===== src/core/pmwdt_regs.vh =====
// Summary of operation
// - Writing the unlock value to the control port enters watchdog configuration.
// - Writing the enable value after unlocking turns the watchdog on.
// - Control write of 1 to 4 with a clear upper nibble latches the range multiplier.
// - Base interval in timer port low nibble; the write starts the countdown.
// - Every new interval write restarts the countdown from the full period.
// - Countdown reaching expiry without restart raises system reset or NMI.
// - A static board jumper, not software, picks reset or NMI.
// - Writing zero to the control port disables and stops, in any state.
// - Period is (interval + 1) times step of 0.5, 5, 50 or 100 s.
// - Interval F gives 8, 80, 800 and 1600 s for multipliers 1 to 4.
`ifndef PMWDT_REGS_VH
`define PMWDT_REGS_VH

// I/O port addresses
`define PMWDT_CTRL_PORT 16'h0120
`define PMWDT_INTV_PORT 16'h0121

// Control port command values
`define PMWDT_UNLOCK_VAL 8'h0A
`define PMWDT_ENABLE_VAL 8'h0B
`define PMWDT_DISABLE_VAL 8'h00

// Field positions
`define PMWDT_NIB_LSB 0
`define PMWDT_NIB_MSB 3
`define PMWDT_HI_LSB 4
`define PMWDT_HI_MSB 7

// Reset values
`define PMWDT_MULT_RST 3'h1
`define PMWDT_INTV_RST 4'h0

// Step per multiplier, in 0.5 s ticks
`define PMWDT_STEP_N1 12'h001
`define PMWDT_STEP_N2 12'h00A
`define PMWDT_STEP_N3 12'h064
`define PMWDT_STEP_N4 12'h0C8

// Timing
`define PMWDT_CLK_KHZ 250000
`define PMWDT_TICK_MS 500
`define PMWDT_TICK_CYCLES (`PMWDT_TICK_MS * `PMWDT_CLK_KHZ)
`define PMWDT_RST_HOLD_NS 1000
`define PMWDT_RST_HOLD_CYCLES ((`PMWDT_RST_HOLD_NS * `PMWDT_CLK_KHZ) / 1000000)

`endif


===== src/core/pmwdt_tick.v =====
`timescale 1ns/100ps
module pmwdt_tick #(
   parameter CNT_W = 27,
   parameter TICK_CYCLES = 125000000
) (
   input wire core_clk_i, // System clock
   input wire sys_rst_i, // Async reset, active high
   input wire run_i, // Divider runs while high
   input wire clr_i, // Restart the tick period
   output reg tick_o // One-cycle pulse per period
);

localparam [31:0] LAST_FULL = TICK_CYCLES - 1;
localparam [CNT_W-1:0] LAST = LAST_FULL[CNT_W-1:0];

reg [CNT_W-1:0] cnt_q;

// Cleared with the countdown so the first tick is a full period
always @(posedge core_clk_i or posedge sys_rst_i) begin
   if (sys_rst_i) begin
      cnt_q <= {CNT_W{1'b0}};
      tick_o <= 1'b0;
   end else if (clr_i || !run_i) begin
      cnt_q <= {CNT_W{1'b0}};
      tick_o <= 1'b0;
   end else if (cnt_q == LAST) begin
      cnt_q <= {CNT_W{1'b0}};
      tick_o <= 1'b1;
   end else begin
      cnt_q <= cnt_q + 1'b1;
      tick_o <= 1'b0;
   end
end

endmodule


===== src/core/pmwdt_top.v =====
`timescale 1ns/100ps
`include "pmwdt_regs.vh"
module pmwdt_top #(
   parameter TICK_CYCLES = `PMWDT_TICK_CYCLES,
   parameter TICK_W = 27,
   parameter RST_HOLD = `PMWDT_RST_HOLD_CYCLES,
   parameter HOLD_W = 8
) (
   input wire core_clk_i, // System clock, 250 MHz
   input wire sys_rst_i, // Async reset, active high
   input wire io_wr_i, // I/O write strobe, one cycle
   input wire [15:0] io_addr_i, // I/O port address
   input wire [7:0] io_wdata_i, // I/O write data
   input wire expiry_action_jumper_i, // Board jumper: 1 NMI, 0 reset
   output reg sys_reset_req_o, // Time-out reset request, held
   output reg nmi_req_o, // Time-out NMI, one-cycle pulse
   output reg wd_unlocked_o, // Configuration entered
   output reg wd_enabled_o, // Watchdog enabled
   output reg wd_counting_o, // Countdown running
   output reg wd_expired_o // Time-out seen, sticky
);

localparam [1:0] ST_LOCKED = 2'b00;
localparam [1:0] ST_UNLOCKED = 2'b01;
localparam [1:0] ST_ENABLED = 2'b10;

localparam [31:0] HOLD_LAST_FULL = RST_HOLD - 1;
localparam [HOLD_W-1:0] HOLD_LAST = HOLD_LAST_FULL[HOLD_W-1:0];

reg [1:0] state_q;
reg [1:0] state_d;
reg [2:0] mult_q;
reg [2:0] mult_d;
reg [3:0] intv_q;
reg [3:0] intv_d;
reg [11:0] left_q;
reg [11:0] left_d;
reg counting_d;
reg expired_d;
reg fire_d;
reg jmp_s1_q;
reg jmp_s2_q;
reg [HOLD_W-1:0] hold_q;
reg [11:0] step;
reg [11:0] period;
wire tick;

wire ctrl_wr = io_wr_i && (io_addr_i == `PMWDT_CTRL_PORT);
wire intv_wr = io_wr_i && (io_addr_i == `PMWDT_INTV_PORT);
wire [3:0] wr_nib = io_wdata_i[`PMWDT_NIB_MSB:`PMWDT_NIB_LSB];
wire [3:0] wr_hi = io_wdata_i[`PMWDT_HI_MSB:`PMWDT_HI_LSB];

// Restart is only honoured once the watchdog is enabled
wire restart = intv_wr && (state_q == ST_ENABLED);

// Jumper is a board pin, brought into the clock domain first
always @(posedge core_clk_i or posedge sys_rst_i) begin
   if (sys_rst_i) begin
      jmp_s1_q <= 1'b0;
      jmp_s2_q <= 1'b0;
   end else begin
      jmp_s1_q <= expiry_action_jumper_i;
      jmp_s2_q <= jmp_s1_q;
   end
end

pmwdt_tick #(
   .CNT_W(TICK_W),
   .TICK_CYCLES(TICK_CYCLES)
) u_tick (
   .core_clk_i(core_clk_i),
   .sys_rst_i(sys_rst_i),
   .run_i(wd_counting_o),
   .clr_i(restart),
   .tick_o(tick)
);

// Step length for the written multiplier
always @* begin
   case (mult_q)
      3'h1: step = `PMWDT_STEP_N1;
      3'h2: step = `PMWDT_STEP_N2;
      3'h3: step = `PMWDT_STEP_N3;
      3'h4: step = `PMWDT_STEP_N4;
      default: step = `PMWDT_STEP_N1;
   endcase
end

// Period in ticks: (M + 1) * step, at most 16 * 200 = 3200
always @* begin
   period = step * ({8'h00, wr_nib} + 12'h001);
end

// Configuration state machine and countdown
always @* begin
   state_d = state_q;
   mult_d = mult_q;
   intv_d = intv_q;
   left_d = left_q;
   counting_d = wd_counting_o;
   expired_d = wd_expired_o;
   fire_d = 1'b0;
   case (state_q)
      ST_LOCKED: begin
         if (ctrl_wr && io_wdata_i == `PMWDT_UNLOCK_VAL) begin
            state_d = ST_UNLOCKED;
         end
      end
      ST_UNLOCKED: begin
         if (ctrl_wr && io_wdata_i == `PMWDT_ENABLE_VAL) begin
            state_d = ST_ENABLED;
         end
      end
      ST_ENABLED: begin
         // Only 1 to 4 with a clear upper nibble selects a range
         if (ctrl_wr && wr_hi == 4'h0 && wr_nib >= 4'h1 &&
             wr_nib <= 4'h4) begin
            mult_d = wr_nib[2:0];
         end
         if (restart) begin
            intv_d = wr_nib;
            left_d = period;
            counting_d = 1'b1;
            expired_d = 1'b0;
         end else if (wd_counting_o && tick) begin
            if (left_q == 12'h001) begin
               left_d = 12'h000;
               counting_d = 1'b0;
               expired_d = 1'b1;
               fire_d = 1'b1;
            end else begin
               left_d = left_q - 12'h001;
            end
         end
      end
      default: begin
         state_d = ST_LOCKED;
      end
   endcase
   // Disable wins in any state, including over a time-out in the same cycle
   if (ctrl_wr && io_wdata_i == `PMWDT_DISABLE_VAL) begin
      state_d = ST_LOCKED;
      counting_d = 1'b0;
      left_d = 12'h000;
      expired_d = 1'b0;
      fire_d = 1'b0;
   end
end

always @(posedge core_clk_i or posedge sys_rst_i) begin
   if (sys_rst_i) begin
      state_q <= ST_LOCKED;
      mult_q <= `PMWDT_MULT_RST;
      intv_q <= `PMWDT_INTV_RST;
      left_q <= 12'h000;
      wd_counting_o <= 1'b0;
      wd_expired_o <= 1'b0;
      wd_unlocked_o <= 1'b0;
      wd_enabled_o <= 1'b0;
   end else begin
      state_q <= state_d;
      mult_q <= mult_d;
      intv_q <= intv_d;
      left_q <= left_d;
      wd_counting_o <= counting_d;
      wd_expired_o <= expired_d;
      wd_unlocked_o <= (state_d != ST_LOCKED);
      wd_enabled_o <= (state_d == ST_ENABLED);
   end
end

// Time-out action; reset request is held long enough for the
// board reset logic to see it, NMI is a single edge
always @(posedge core_clk_i or posedge sys_rst_i) begin
   if (sys_rst_i) begin
      sys_reset_req_o <= 1'b0;
      nmi_req_o <= 1'b0;
      hold_q <= {HOLD_W{1'b0}};
   end else begin
      nmi_req_o <= fire_d && jmp_s2_q;
      if (fire_d && !jmp_s2_q) begin
         sys_reset_req_o <= 1'b1;
         hold_q <= {HOLD_W{1'b0}};
      end else if (sys_reset_req_o) begin
         if (hold_q == HOLD_LAST) begin
            sys_reset_req_o <= 1'b0;
         end else begin
            hold_q <= hold_q + 1'b1;
         end
      end
   end
end

endmodule


===== config.mk =====
export PLATFORM = sky130hd
export DESIGN_NAME = pmwdt_top
export DESIGN_NICKNAME = d
export VERILOG_FILES = /design/src/core/pmwdt_tick.v /design/src/core/pmwdt_top.v
export VERILOG_INCLUDE_DIRS = /design/src /design/src/core
export SDC_FILE = /design/constraint.sdc
export NUM_CORES = 1
export LEC_CHECK = 0
export ABC_AREA = 1
export CAP_MARGIN = 20
export CELL_PAD_IN_SITES_DETAIL_PLACEMENT = 0
export CELL_PAD_IN_SITES_GLOBAL_PLACEMENT = 1
export CORE_MARGIN = 1
export CORE_UTILIZATION = 48
export CTS_BUF_LIST = sky130_fd_sc_hd__clkbuf_4
export CTS_CLUSTER_SIZE = 20
export DETAILED_ROUTE_END_ITERATION = 10
export DONT_BUFFER_PORTS = 1
export GPL_TIMING_DRIVEN = 0
export HOLD_SLACK_MARGIN = 0.12
export PLACE_DENSITY = 0.91
export SYNTH_ARGS = -nofsm -noshare
export SYNTH_HDL_FRONTEND = slang
export SYNTH_SLANG_ARGS = --single-unit

===== constraint.sdc =====
create_clock -name core_clk_i -period 4 [get_ports core_clk_i]
set_input_delay 0.6 -clock core_clk_i [delete_from_list [all_inputs] [get_ports core_clk_i]]
set_output_delay 0.6 -clock core_clk_i [all_outputs]
set_load 0.02 [all_outputs]

### Word-level counts from Yosys, hierarchy flattened

Cells that the tools add are included.

| word-level totals | value |
|---|---|
| register bits after elaboration | 61 |
| bits of input ports | 28 |
| output and inout port bits | 6 |
| word-level logic and storage cells | 97 |

| operators by class | value |
|---|---|
| add/subtract/negate cells | 4 |
| $mul | 1 |
| order comparisons | 2 |
| equal/unequal tests | 14 |
| muxes and demuxes | 35 |
| reduce and logical (&&, ||, !) cells | 27 |

Operators by type and width:

| kind | count |
|---|---|
| $mux W12 | 5 |
| $mux W27 | 2 |
| $eq A16 B9 Y1 const B | 2 |
| $add A27 B1 Y27 const B | 1 |
| $eq A27 B27 Y1 const B | 1 |
| $mux W8 | 3 |
| $pmux W8 S3 | 1 |
| $mux W1 | 20 |
| $eq A8 B4 Y1 const B | 2 |
| $eq A12 B1 Y1 const B | 1 |
| $logic_and A1 B1 Y1 | 12 |
| $mul A12 B5 Y12 | 1 |
| $sub A12 B1 Y12 const B | 1 |
| $add A8 B1 Y8 const B | 1 |
| $eq A8 B8 Y1 const B | 1 |
| $logic_not A8 Y1 | 1 |
| $eq A3 B2 Y1 const B | 2 |
| $mux W2 | 3 |
| $pmux W2 S3 | 1 |
| $reduce_and A2 Y1 | 3 |
| $reduce_bool A2 Y1 | 3 |
| $reduce_bool A3 Y1 | 2 |
| $add A4 B1 Y5 const B | 1 |
| $eq A2 B2 Y1 const B | 2 |
| 10 further kinds | 11 |

### Logic depth before layout (Yosys ltp)

Gate-level depths: netlist of the first run.

| logic depth | value |
|---|---|
| depth after elaboration | 9 |
| gate-level depth with buffers | 24 |
| gate-level depth less buffers | 24 |

### Modules after synthesis

From an unflattened synthesis of the first run, not the netlist that was laid out.

| second synthesis, totals | value |
|---|---|
| cells, all modules | 741 |
| area, all modules | 5183.7 um^2 |

By module, submodules not included:

| module | instances | cells an instance | area an instance (um^2) | sequential area each (um^2) |
|---|---|---|---|---|
| pmwdt_top | 1 | 512 | 3507.1 | 827.0 |
| pmwdt_tick | 1 | 229 | 1676.6 | 700.7 |

### Least setup slack after synthesis of the first run

Ideal clock, no wire load.

| path | value |
|---|---|
| kind | input -> register |
| start | in io_wdata_i[2] |
| end | reg left_q[11] |
| arrival | 3.801 ns |
| required time | 3.883 ns |
| path slack | 0.082 ns |
| cell stages on the path | 20 |
| path buffers | 1 |
| path through | buf_2 -> nand3_1 -> xor2_1 -> nor2_1 -> fa_1 -> inv_1 -> fa_1 -> fa_1 -> inv_1 -> ha_1 -> a21oi_1 -> nand2_1 -> nand2_1 -> nand2_1 -> nor2_1 -> nand2_1 -> nand2_1 -> nand2_1 -> nand3_1 -> nand2_1 |

| on the way | value |
|---|---|
| word-level cells in the longest chain between the ends | 5 |
| elaborated cells on any way between the ends | 10 |
| those cells by class | 1 x add/sub; 1 x mul; 3 x mux; 5 x reduce/logical |

Ends and longest elaborated chain:

| element | line | text |
|---|---|---|
| start, declared | pmwdt_top.v:13 | `input wire [7:0] io_wdata_i,` |
| $add A4 B1 Y5 | pmwdt_top.v:91 | `period = step * ({8'h00, wr_nib} + 12'h001);` |
| $mul A12 B5 Y12 | pmwdt_top.v:91 |  |
| $mux W12 | pmwdt_top.v:120 | `if (restart) begin` |
| $mux W12 | pmwdt_top.v:103 | `case (state_q)` |
| $mux W12 | pmwdt_top.v:141 | `` if (ctrl_wr && io_wdata_i == `PMWDT_DISABLE_VAL) begin `` |
| end signal, assigned | pmwdt_top.v:164 | `left_q <= left_d;` |
| end, declared | pmwdt_top.v:36 | `reg [11:0] left_q;` |

Several ways; a longest one is shown, not always the timed one. The select of a mux whose other input is x is not followed.
A chain may end at the register's enable or synchronous reset.

### Final worst setup path of the first run

| path | value |
|---|---|
| start | reg mult_q[0] |
| end | reg left_q[11] |

| on the way | value |
|---|---|
| word-level cells in the longest chain between the ends | 6 |
| elaborated cells on any way between the ends | 8 |
| those cells by class | 1 x mul; 3 x eq/ne; 4 x mux |

Ends and longest elaborated chain:

| element | line | text |
|---|---|---|
| start, declared | pmwdt_top.v:32 | `reg [2:0] mult_q;` |
| start signal, assigned | pmwdt_top.v:153 | `` mult_q <= `PMWDT_MULT_RST; `` |
| start signal, assigned | pmwdt_top.v:162 | `mult_q <= mult_d;` |
| $eq A3 B3 Y1 or $eq A3 B2 Y1 (tied branches) | pmwdt_top.v:80 | `case (mult_q)` |
| $pmux W8 S3 (*) | pmwdt_top.v:80 |  |
| $mul A12 B5 Y12 (*) | pmwdt_top.v:91 |  |
| $mux W12 (*) | pmwdt_top.v:120 |  |
| $mux W12 (*) | pmwdt_top.v:103 |  |
| $mux W12 (*) | pmwdt_top.v:141 |  |

Mark *: on every way between the ends. The rest lies on a longest branch, timed or not. The select of a mux whose other input is x is not followed.

==> results of run 1 <==
==> final timing paths <==
kind | startpoint | end | cells past startpoint
min in group asynchronous | sys_rst_i | u_tick.cnt_q[19] | 2
worst min-delay path | expiry_action_jumper_i | jmp_s1_q | 0
max in group asynchronous | sys_rst_i | u_tick.cnt_q[13] | 3
worst max-delay path | mult_q[0] | left_q[11] | 23
worst max register to register | mult_q[0] | left_q[11] | 23
worst min register to register | jmp_s1_q | jmp_s2_q | 0
==> power groups by stage <==
stage	Clock (µW)	Sequential, µW	Combinational [µW]
after floorplan	0	630	39.5
after global placement	0	630	50.7
after detailed placement	0	630	55.0
after CTS	459	618	56.4
after global routing	486	618	64.3
final	455	618	56.5
==> worst reg2reg max path: stages (launching register included) <==
cell	delay, ns
sky130_fd_sc_hd__dfstp_2	0.60
sky130_fd_sc_hd__nor2_1	0.07
sky130_fd_sc_hd__nand2_2	0.10
sky130_fd_sc_hd__nand2_1	0.09
sky130_fd_sc_hd__inv_1	0.12
sky130_fd_sc_hd__nor2_1	0.07
sky130_fd_sc_hd__fa_1	0.36
sky130_fd_sc_hd__inv_1	0.09
sky130_fd_sc_hd__fa_1	0.44
sky130_fd_sc_hd__fa_1	0.54
sky130_fd_sc_hd__inv_1	0.04
sky130_fd_sc_hd__ha_1	0.37
sky130_fd_sc_hd__nand2_1	0.12
sky130_fd_sc_hd__inv_1	0.07
sky130_fd_sc_hd__nand2_1	0.07
sky130_fd_sc_hd__nand2_1	0.05
sky130_fd_sc_hd__nand2_1	0.07
sky130_fd_sc_hd__nand2_1	0.05
sky130_fd_sc_hd__nor2_1	0.08
sky130_fd_sc_hd__nand2_1	0.05
sky130_fd_sc_hd__nand2_1	0.07
sky130_fd_sc_hd__nand2_1	0.06
sky130_fd_sc_hd__nand3_1	0.09
sky130_fd_sc_hd__nand2_1	0.05
==> area by class of cell <==
cell class              instances  area (µm²)
inverters                     122         458
flip-flops and latches         61        1530
clock buffers                  10        75.1
clock inverters                 6        62.6
repair buffers                  6        60.1
fillers                      1049        4760
well taps                     136         170
plain buffers                   6        32.5
multi-input cells             553        3130
==> cell families after synthesis <==
| group | share of synthesized area |
|---|---|
| compound gates | 0.0468 |
| fa+ha+maj | 0.133 |
| flops | 0.300 |
| buf+inv | 0.0965 |
| xor+xnor | 0.0276 |
| simple gates | 0.395 |
==> synth_stat cells (2+ instances only) <==
| cell | count |
|---|---|
| sky130_fd_sc_hd__inv_1 | 119 |
| sky130_fd_sc_hd__nor2_1 | 123 |
| sky130_fd_sc_hd__o22ai_1 | 3 |
| sky130_fd_sc_hd__xnor2_1 | 3 |
| sky130_fd_sc_hd__buf_2 | 5 |
| sky130_fd_sc_hd__nor2_2 | 3 |
| sky130_fd_sc_hd__nand3b_1 | 5 |
| sky130_fd_sc_hd__a31oi_1 | 3 |
| sky130_fd_sc_hd__ha_1 | 35 |
| sky130_fd_sc_hd__nand2_2 | 7 |
| sky130_fd_sc_hd__nor3_1 | 17 |
| sky130_fd_sc_hd__o21ai_0 | 20 |
| sky130_fd_sc_hd__nor2_4 | 5 |
| sky130_fd_sc_hd__nand4_1 | 21 |
| sky130_fd_sc_hd__o21ai_1 | 2 |
| sky130_fd_sc_hd__a21oi_1 | 12 |
| sky130_fd_sc_hd__nor3_2 | 3 |
| sky130_fd_sc_hd__nor4_1 | 4 |
| sky130_fd_sc_hd__inv_2 | 3 |
| sky130_fd_sc_hd__nand3_1 | 67 |
| sky130_fd_sc_hd__nand2_1 | 180 |
| sky130_fd_sc_hd__xor2_1 | 13 |
| sky130_fd_sc_hd__or2_2 | 5 |
| sky130_fd_sc_hd__fa_1 | 12 |
| sky130_fd_sc_hd__dfrtp_1 | 60 |
==> registers in the layout, indices dropped and copies added (netlist names), 2 cells and up <==
register      flops
mult_q            3
left_q           12
hold_q            8
state_q           2
u_tick.cnt_q     27
==> metal layers <==
layer / routed length (µm) / vias to the layer above / track usage
met2: 5570 / 115 / 0.377
met4: 131 / 0 / 0.0573
met1: 5690 / 2196 / 0.311
met5: 0 / - / 0
li1: - / 2386 / -
met3: 584 / 14 / 0.0462
==> per-stage QoR <==
step | power, µW | TNS (ns) | cell area [µm²] | std cells | utilization
6_report | 1130 | 0 | 5520 | 900 | 0.537
5_1_grt | 1170 | -0.0117 | 5520 | 900 | 0.537
4_1_cts | 1130 | 0 | 5430 | 896 | 0.529
3_5_place_dp | 685 | -1.49 | 5280 | 879 | 0.513
3_3_place_gp | 680 | -1.24 | 5260 | 878 | 0.511
2_1_floorplan | 669 | 0 | 5080 | 742 | -
==> what timing repair did <==
action | in CTS | in global routing
setup buffers | 0 | 4
pin swaps | 0 | 2
hold buffers | 1 | 0
gates resized for setup | 3 | 15
endpoints found under the hold margin | 22 | 0
setup endpoints to repair | 1 | 7
==> metrics, run 1 <==
site row count=37; master of the slowest instance on the critical path=sky130_fd_sc_hd__dfstp_2; EDFF count, synth=0; Crit Path Class=flop to flop; maximum frequency from static timing analysis=about 260 MHz; Hold/Removal Path Class=primary input to flop; sequential fraction of design power=0.547; area fraction of the dominant cell type after synthesis=0.295; Initial Util=0.495; GRT Overall Usage=0.230; total power divided by cell area=205 nW/µm²; drt total wl=12000 µm; Hold WS=0.192 ns; area leader, netlist=sky130_fd_sc_hd__dfrtp_1; clock tree from TritonCTS=yes; worst voltage drop across the vdd grid=153 µV; # clock sinks=61; Setup violations, final=0; routability-driven placement congestion ratio=0.918; clock transition at the register clock pins on the worst setup and hold paths after CTS=0.12 ns; via count=around 4700; cells along the critical path=nor2_1, nand2_2, nand2_1, inv_1, nor2_1, fa_1, inv_1, fa_1, fa_1, inv_1, ha_1, nand2_1, inv_1, nand2_1, nand2_1, nand2_1, nand2_1, nor2_1, nand2_1, nand2_1, nand2_1, nand3_1, nand2_1; GR Overflow Total=0; core box area=10300 µm²; number of nets with antenna violations after detailed routing=0; Clk Latency, worst-skew pair=0.42 ns; Die Area=~11000 µm²; part of the total power dissipated in combinational logic=0.050; area overhead of the layout relative to synthesis=8.51%; first-pass GRT wire length=20500 µm; async set-or-reset flop fraction in the synthesized netlist=1.00; most area-consuming cells after synthesis=sky130_fd_sc_hd__dfrtp_1 30%, sky130_fd_sc_hd__nand2_1 13%, sky130_fd_sc_hd__nor2_1 9.1%; largest net degree at the start of global routing=39; average footprint of a synthesized cell=~6.9 µm²; pin slew with the least headroom to its limit=0.559 ns; number of max-slew violations in the final report=0; critical path's most frequent cell=sky130_fd_sc_hd__nand2_1; most instantiated flip-flop cell in the synthesis netlist=sky130_fd_sc_hd__dfrtp_1; sequential-to-total area share from yosys stat=0.300; height of the chip=105 µm; arrival time at the worst endpoint=roughly 4.1 ns; sort of element at the end of the critical path=flop; mapped cell area=5080 µm²; Relative slew margins=0.624; number of register bits inferred by synthesis=61; final hold vios=0; drt initial violations=between 200 and 300; router iterations before antenna repair=5; Clock Power Share=0.403; worst path setup slack after routing=0.194 ns; detailed placement HPWL=between 9000 and 10000 µm; number of buffers created by CTS=9; gate family responsible for the most delay along the worst path=adder cells; number of antenna violations at the first check in global routing=0; Final period util=0.952; shortest clock period the worst path allows after layout=3.81 ns; buffers and inverters on the worst path=4; most common cell after layout, fill and taps aside=sky130_fd_sc_hd__nand2_1; critical path data required time=4.33 ns; Netlist cell types=37; run status=finished, final reports clean; root buf cell=sky130_fd_sc_hd__clkbuf_4; post-place setup slack=-0.371 ns; maxcap violations=0; minimum setup slack among reg-to-reg paths=0.19 ns; worst stage delay on the critical path=roughly 0.60 ns; synth warn=0; switching power total=298 µW; Port-buffer cells=0; number of antenna diodes=0; static leakage=0.00271 µW; sw frac=0.264; net count after synthesis=817; Int Power=831 µW; H-tree levels=3; final setup skew=0.0148 ns; fraction of final layout cells with drive strength greater than 1=0.0955; final-stage net count=between 800 and 900; leading cell types in the layout, fill and taps excluded=178 x sky130_fd_sc_hd__nand2_1, 121 x sky130_fd_sc_hd__nor2_1, 117 x sky130_fd_sc_hd__inv_1, 66 x sky130_fd_sc_hd__nand3_1, 58 x sky130_fd_sc_hd__dfrtp_1; Clock Path Buffers=2; critical-path maximum fanout=5; routed length per placed instance=13.3 µm; remaining design rule violation count=0; via count of the first global-routing pass=4447; via density per instance=around 5.2; number of instances in the synthesized netlist=742; Die X=around 100 µm; sort of element at the start of the critical path=flop; ports placed on the boundary=34
Note: power is estimated with default switching activity, not from simulation.
==> run 2: changes to the inputs <==
==> constraint.sdc (replaced) <==
create_clock -name core_clk_i -period 4 [get_ports core_clk_i]
set_input_delay 0.4 -clock core_clk_i [delete_from_list [all_inputs] [get_ports core_clk_i]]
set_output_delay 0.4 -clock core_clk_i [all_outputs]
set_load 0.02 [all_outputs]
==> run 2 against run 1 <==
Net effect:
- flip-flop and latch count stayed put
- count of clock-buffer cells in the layout stayed put
- clock power shrank 0.9%
- highest routed layer unchanged
- first-iteration DRC count fell by 7.3%
- global-route usage barely moved
- register-to-register slack about the same
- critical path depth unchanged
==> metrics, run 2 (synthesis gave the netlist of run 1 again) <==
run status=finished, final reports clean; routability-driven placement congestion ratio=0.918; height of the chip=around 100 µm; master of the slowest instance on the critical path=sky130_fd_sc_hd__dfstp_2; number of antenna diodes=0; Initial Util=0.495; Clk Latency, worst-skew pair=0.41 ns; Crit Path Class=flop to flop; first-pass GRT wire length=20500 µm; sort of element at the start of the critical path=flop; via count=4703; critical path data required time=4.32 ns; unrepaired setup endpoints after global routing=false; router iterations before antenna repair=5; Hold/Removal Path Class=primary input to flop; critical path's most frequent cell=sky130_fd_sc_hd__nand2_1; most common cell after layout, fill and taps aside=sky130_fd_sc_hd__nand2_1; largest register by flop count=u_tick.cnt_q; buffers and inverters on the worst path=4; Largest register FFs=27; number of buffers created by CTS=9; Port-buffer cells=0; arrival time at the worst endpoint=4.11 ns; Final period util=0.949; Die Area=~11000 µm²; final-stage net count=835; Clock Path Buffers=2; worst voltage drop across the vdd grid=between 100 and 150 µV; cells along the critical path=nor2_1, nand2_2, nand2_1, inv_1, nor2_1, fa_1, inv_1, fa_1, fa_1, inv_1, ha_1, nand2_1, inv_1, nand2_1, nand2_1, nand2_1, nand2_1, nor2_1, nand2_1, nand2_1, nand2_1, nand3_1, nand2_1; leading cell types in the layout, fill and taps excluded=178 x sky130_fd_sc_hd__nand2_1, 121 x sky130_fd_sc_hd__nor2_1, 117 x sky130_fd_sc_hd__inv_1, 65 x sky130_fd_sc_hd__nand3_1, 58 x sky130_fd_sc_hd__dfrtp_1; via count of the first global-routing pass=4457; area overhead of the layout relative to synthesis=8.66%; pin slew with the least headroom to its limit=0.565 ns; Setup violations, final=0; number of nets with antenna violations after detailed routing=0; largest net degree at the start of global routing=39; clock tree from TritonCTS=yes; critical-path maximum fanout=5; drt total wl=12000 µm; worst path setup slack after routing=0.205 ns; GRT Overall Usage=0.230; GR Overflow Total=0; core box area=10300 µm²; post-place setup slack=-0.171 ns; number of antenna violations at the first check in global routing=0; routed length per placed instance=between 10 and 15 µm; registers with the most flip-flops=u_tick.cnt_q x27, left_q x12, hold_q x8; remaining design rule violation count=0; ports placed on the boundary=34; number of max-slew violations in the final report=0; final setup skew=0.0163 ns; Int Power=~830 µW; final hold vios=0; root buf cell=sky130_fd_sc_hd__clkbuf_4; maxcap violations=0; maximum frequency from static timing analysis=about 260 MHz; site row count=37; sequential fraction of design power=0.549; worst stage delay on the critical path=about 0.6 ns; fraction of final layout cells with drive strength greater than 1=0.0954; # clock sinks=61; static leakage=about 0.0027 µW; switching power total=~290 µW; H-tree levels=3; sw frac=0.262; Clock Power Share=0.401; via density per instance=5.22; Relative slew margins=0.620; gate family responsible for the most delay along the worst path=adder cells; drt initial violations=about 240; Post-Route Utilization=0.538; part of the total power dissipated in combinational logic=0.050; sort of element at the end of the critical path=flop; clock transition at the register clock pins on the worst setup and hold paths after CTS=0.12 ns; total power divided by cell area=204 nW/µm²; Die X=105 µm; shortest clock period the worst path allows after layout=roughly 3.8 ns; detailed placement HPWL=9360 µm; Hold WS=0.231 ns
[run 2: cell types whose count changed in the layout (fill, tap and decap cells not counted), sizes merged]
| cell | before | now |
|---|---|---|
| dlygate4sd3 | 1 | 2 |
[run 2: worst paths after layout]
| check | start | end | cells past startpoint | slack (ns) |
|---|---|---|---|---|
| max | mult_q[0] | left_q[11] | 23 | 0.21 |
| min | io_wdata_i[1] | mult_q[1] | 2 | 0.23 |
| max reg2reg | mult_q[0] | left_q[11] | 23 | 0.21 |
| min reg2reg | jmp_s1_q | jmp_s2_q | 0 | 0.38 |
| max in group asynchronous | sys_rst_i | u_tick.cnt_q[0] | 3 | 2.93 |
| min in group asynchronous | sys_rst_i | u_tick.cnt_q[19] | 2 | 0.48 |
[run 2: final cells by class]
| cell class | count | area [µm²] |
|---|---|---|
| fill | 1049 | 4750 |
| multi-input combinational | 553 | 3130 |
| sequential | 61 | 1530 |
| inverter | 122 | 458 |
| tap | 136 | 170 |
| clock buffer | 10 | 75.1 |
| timing repair buffer | 7 | 70.1 |
| clock inverter | 6 | 62.6 |
| buffer | 6 | 32.5 |
[run 2: per-layer routing]
layer | global-route usage | vias to the layer above | wire, µm
li1 | - | 2387 | -
met1 | 0.311 | 2197 | 5690
met2 | 0.378 | 104 | 5600
met3 | 0.0462 | 15 | 537
met4 | 0.0573 | 0 | 138
met5 | 0 | - | 0
[run 2: power by group through the flow]
stage               Combinational, µW  Sequential, µW  Clock (µW)
floorplan                        39.5             630           0
global placement                 50.7             630           0
detailed placement               55.0             630           0
CTS                              57.1             618         459
global route                     64.6             618         486
finish                           56.6             618         451
[run 2: repair_timing]
action	CTS	global route
resized for setup	3	15
endpoints found under the hold margin	23	0
setup buffers	0	4
pin swaps	0	2
hold buffers	2	0
setup endpoints to repair	1	7
[run 2: stage by stage]
stage	cells	instance area, µm²	power [µW]	setup TNS [ns]
after floorplan	742	5080	669	0
after global placement	878	5260	680	-0.202
after detailed placement	879	5280	685	-0.306
after CTS	897	5440	1130	0
after global routing	901	5530	1170	0
final	901	5530	1130	0
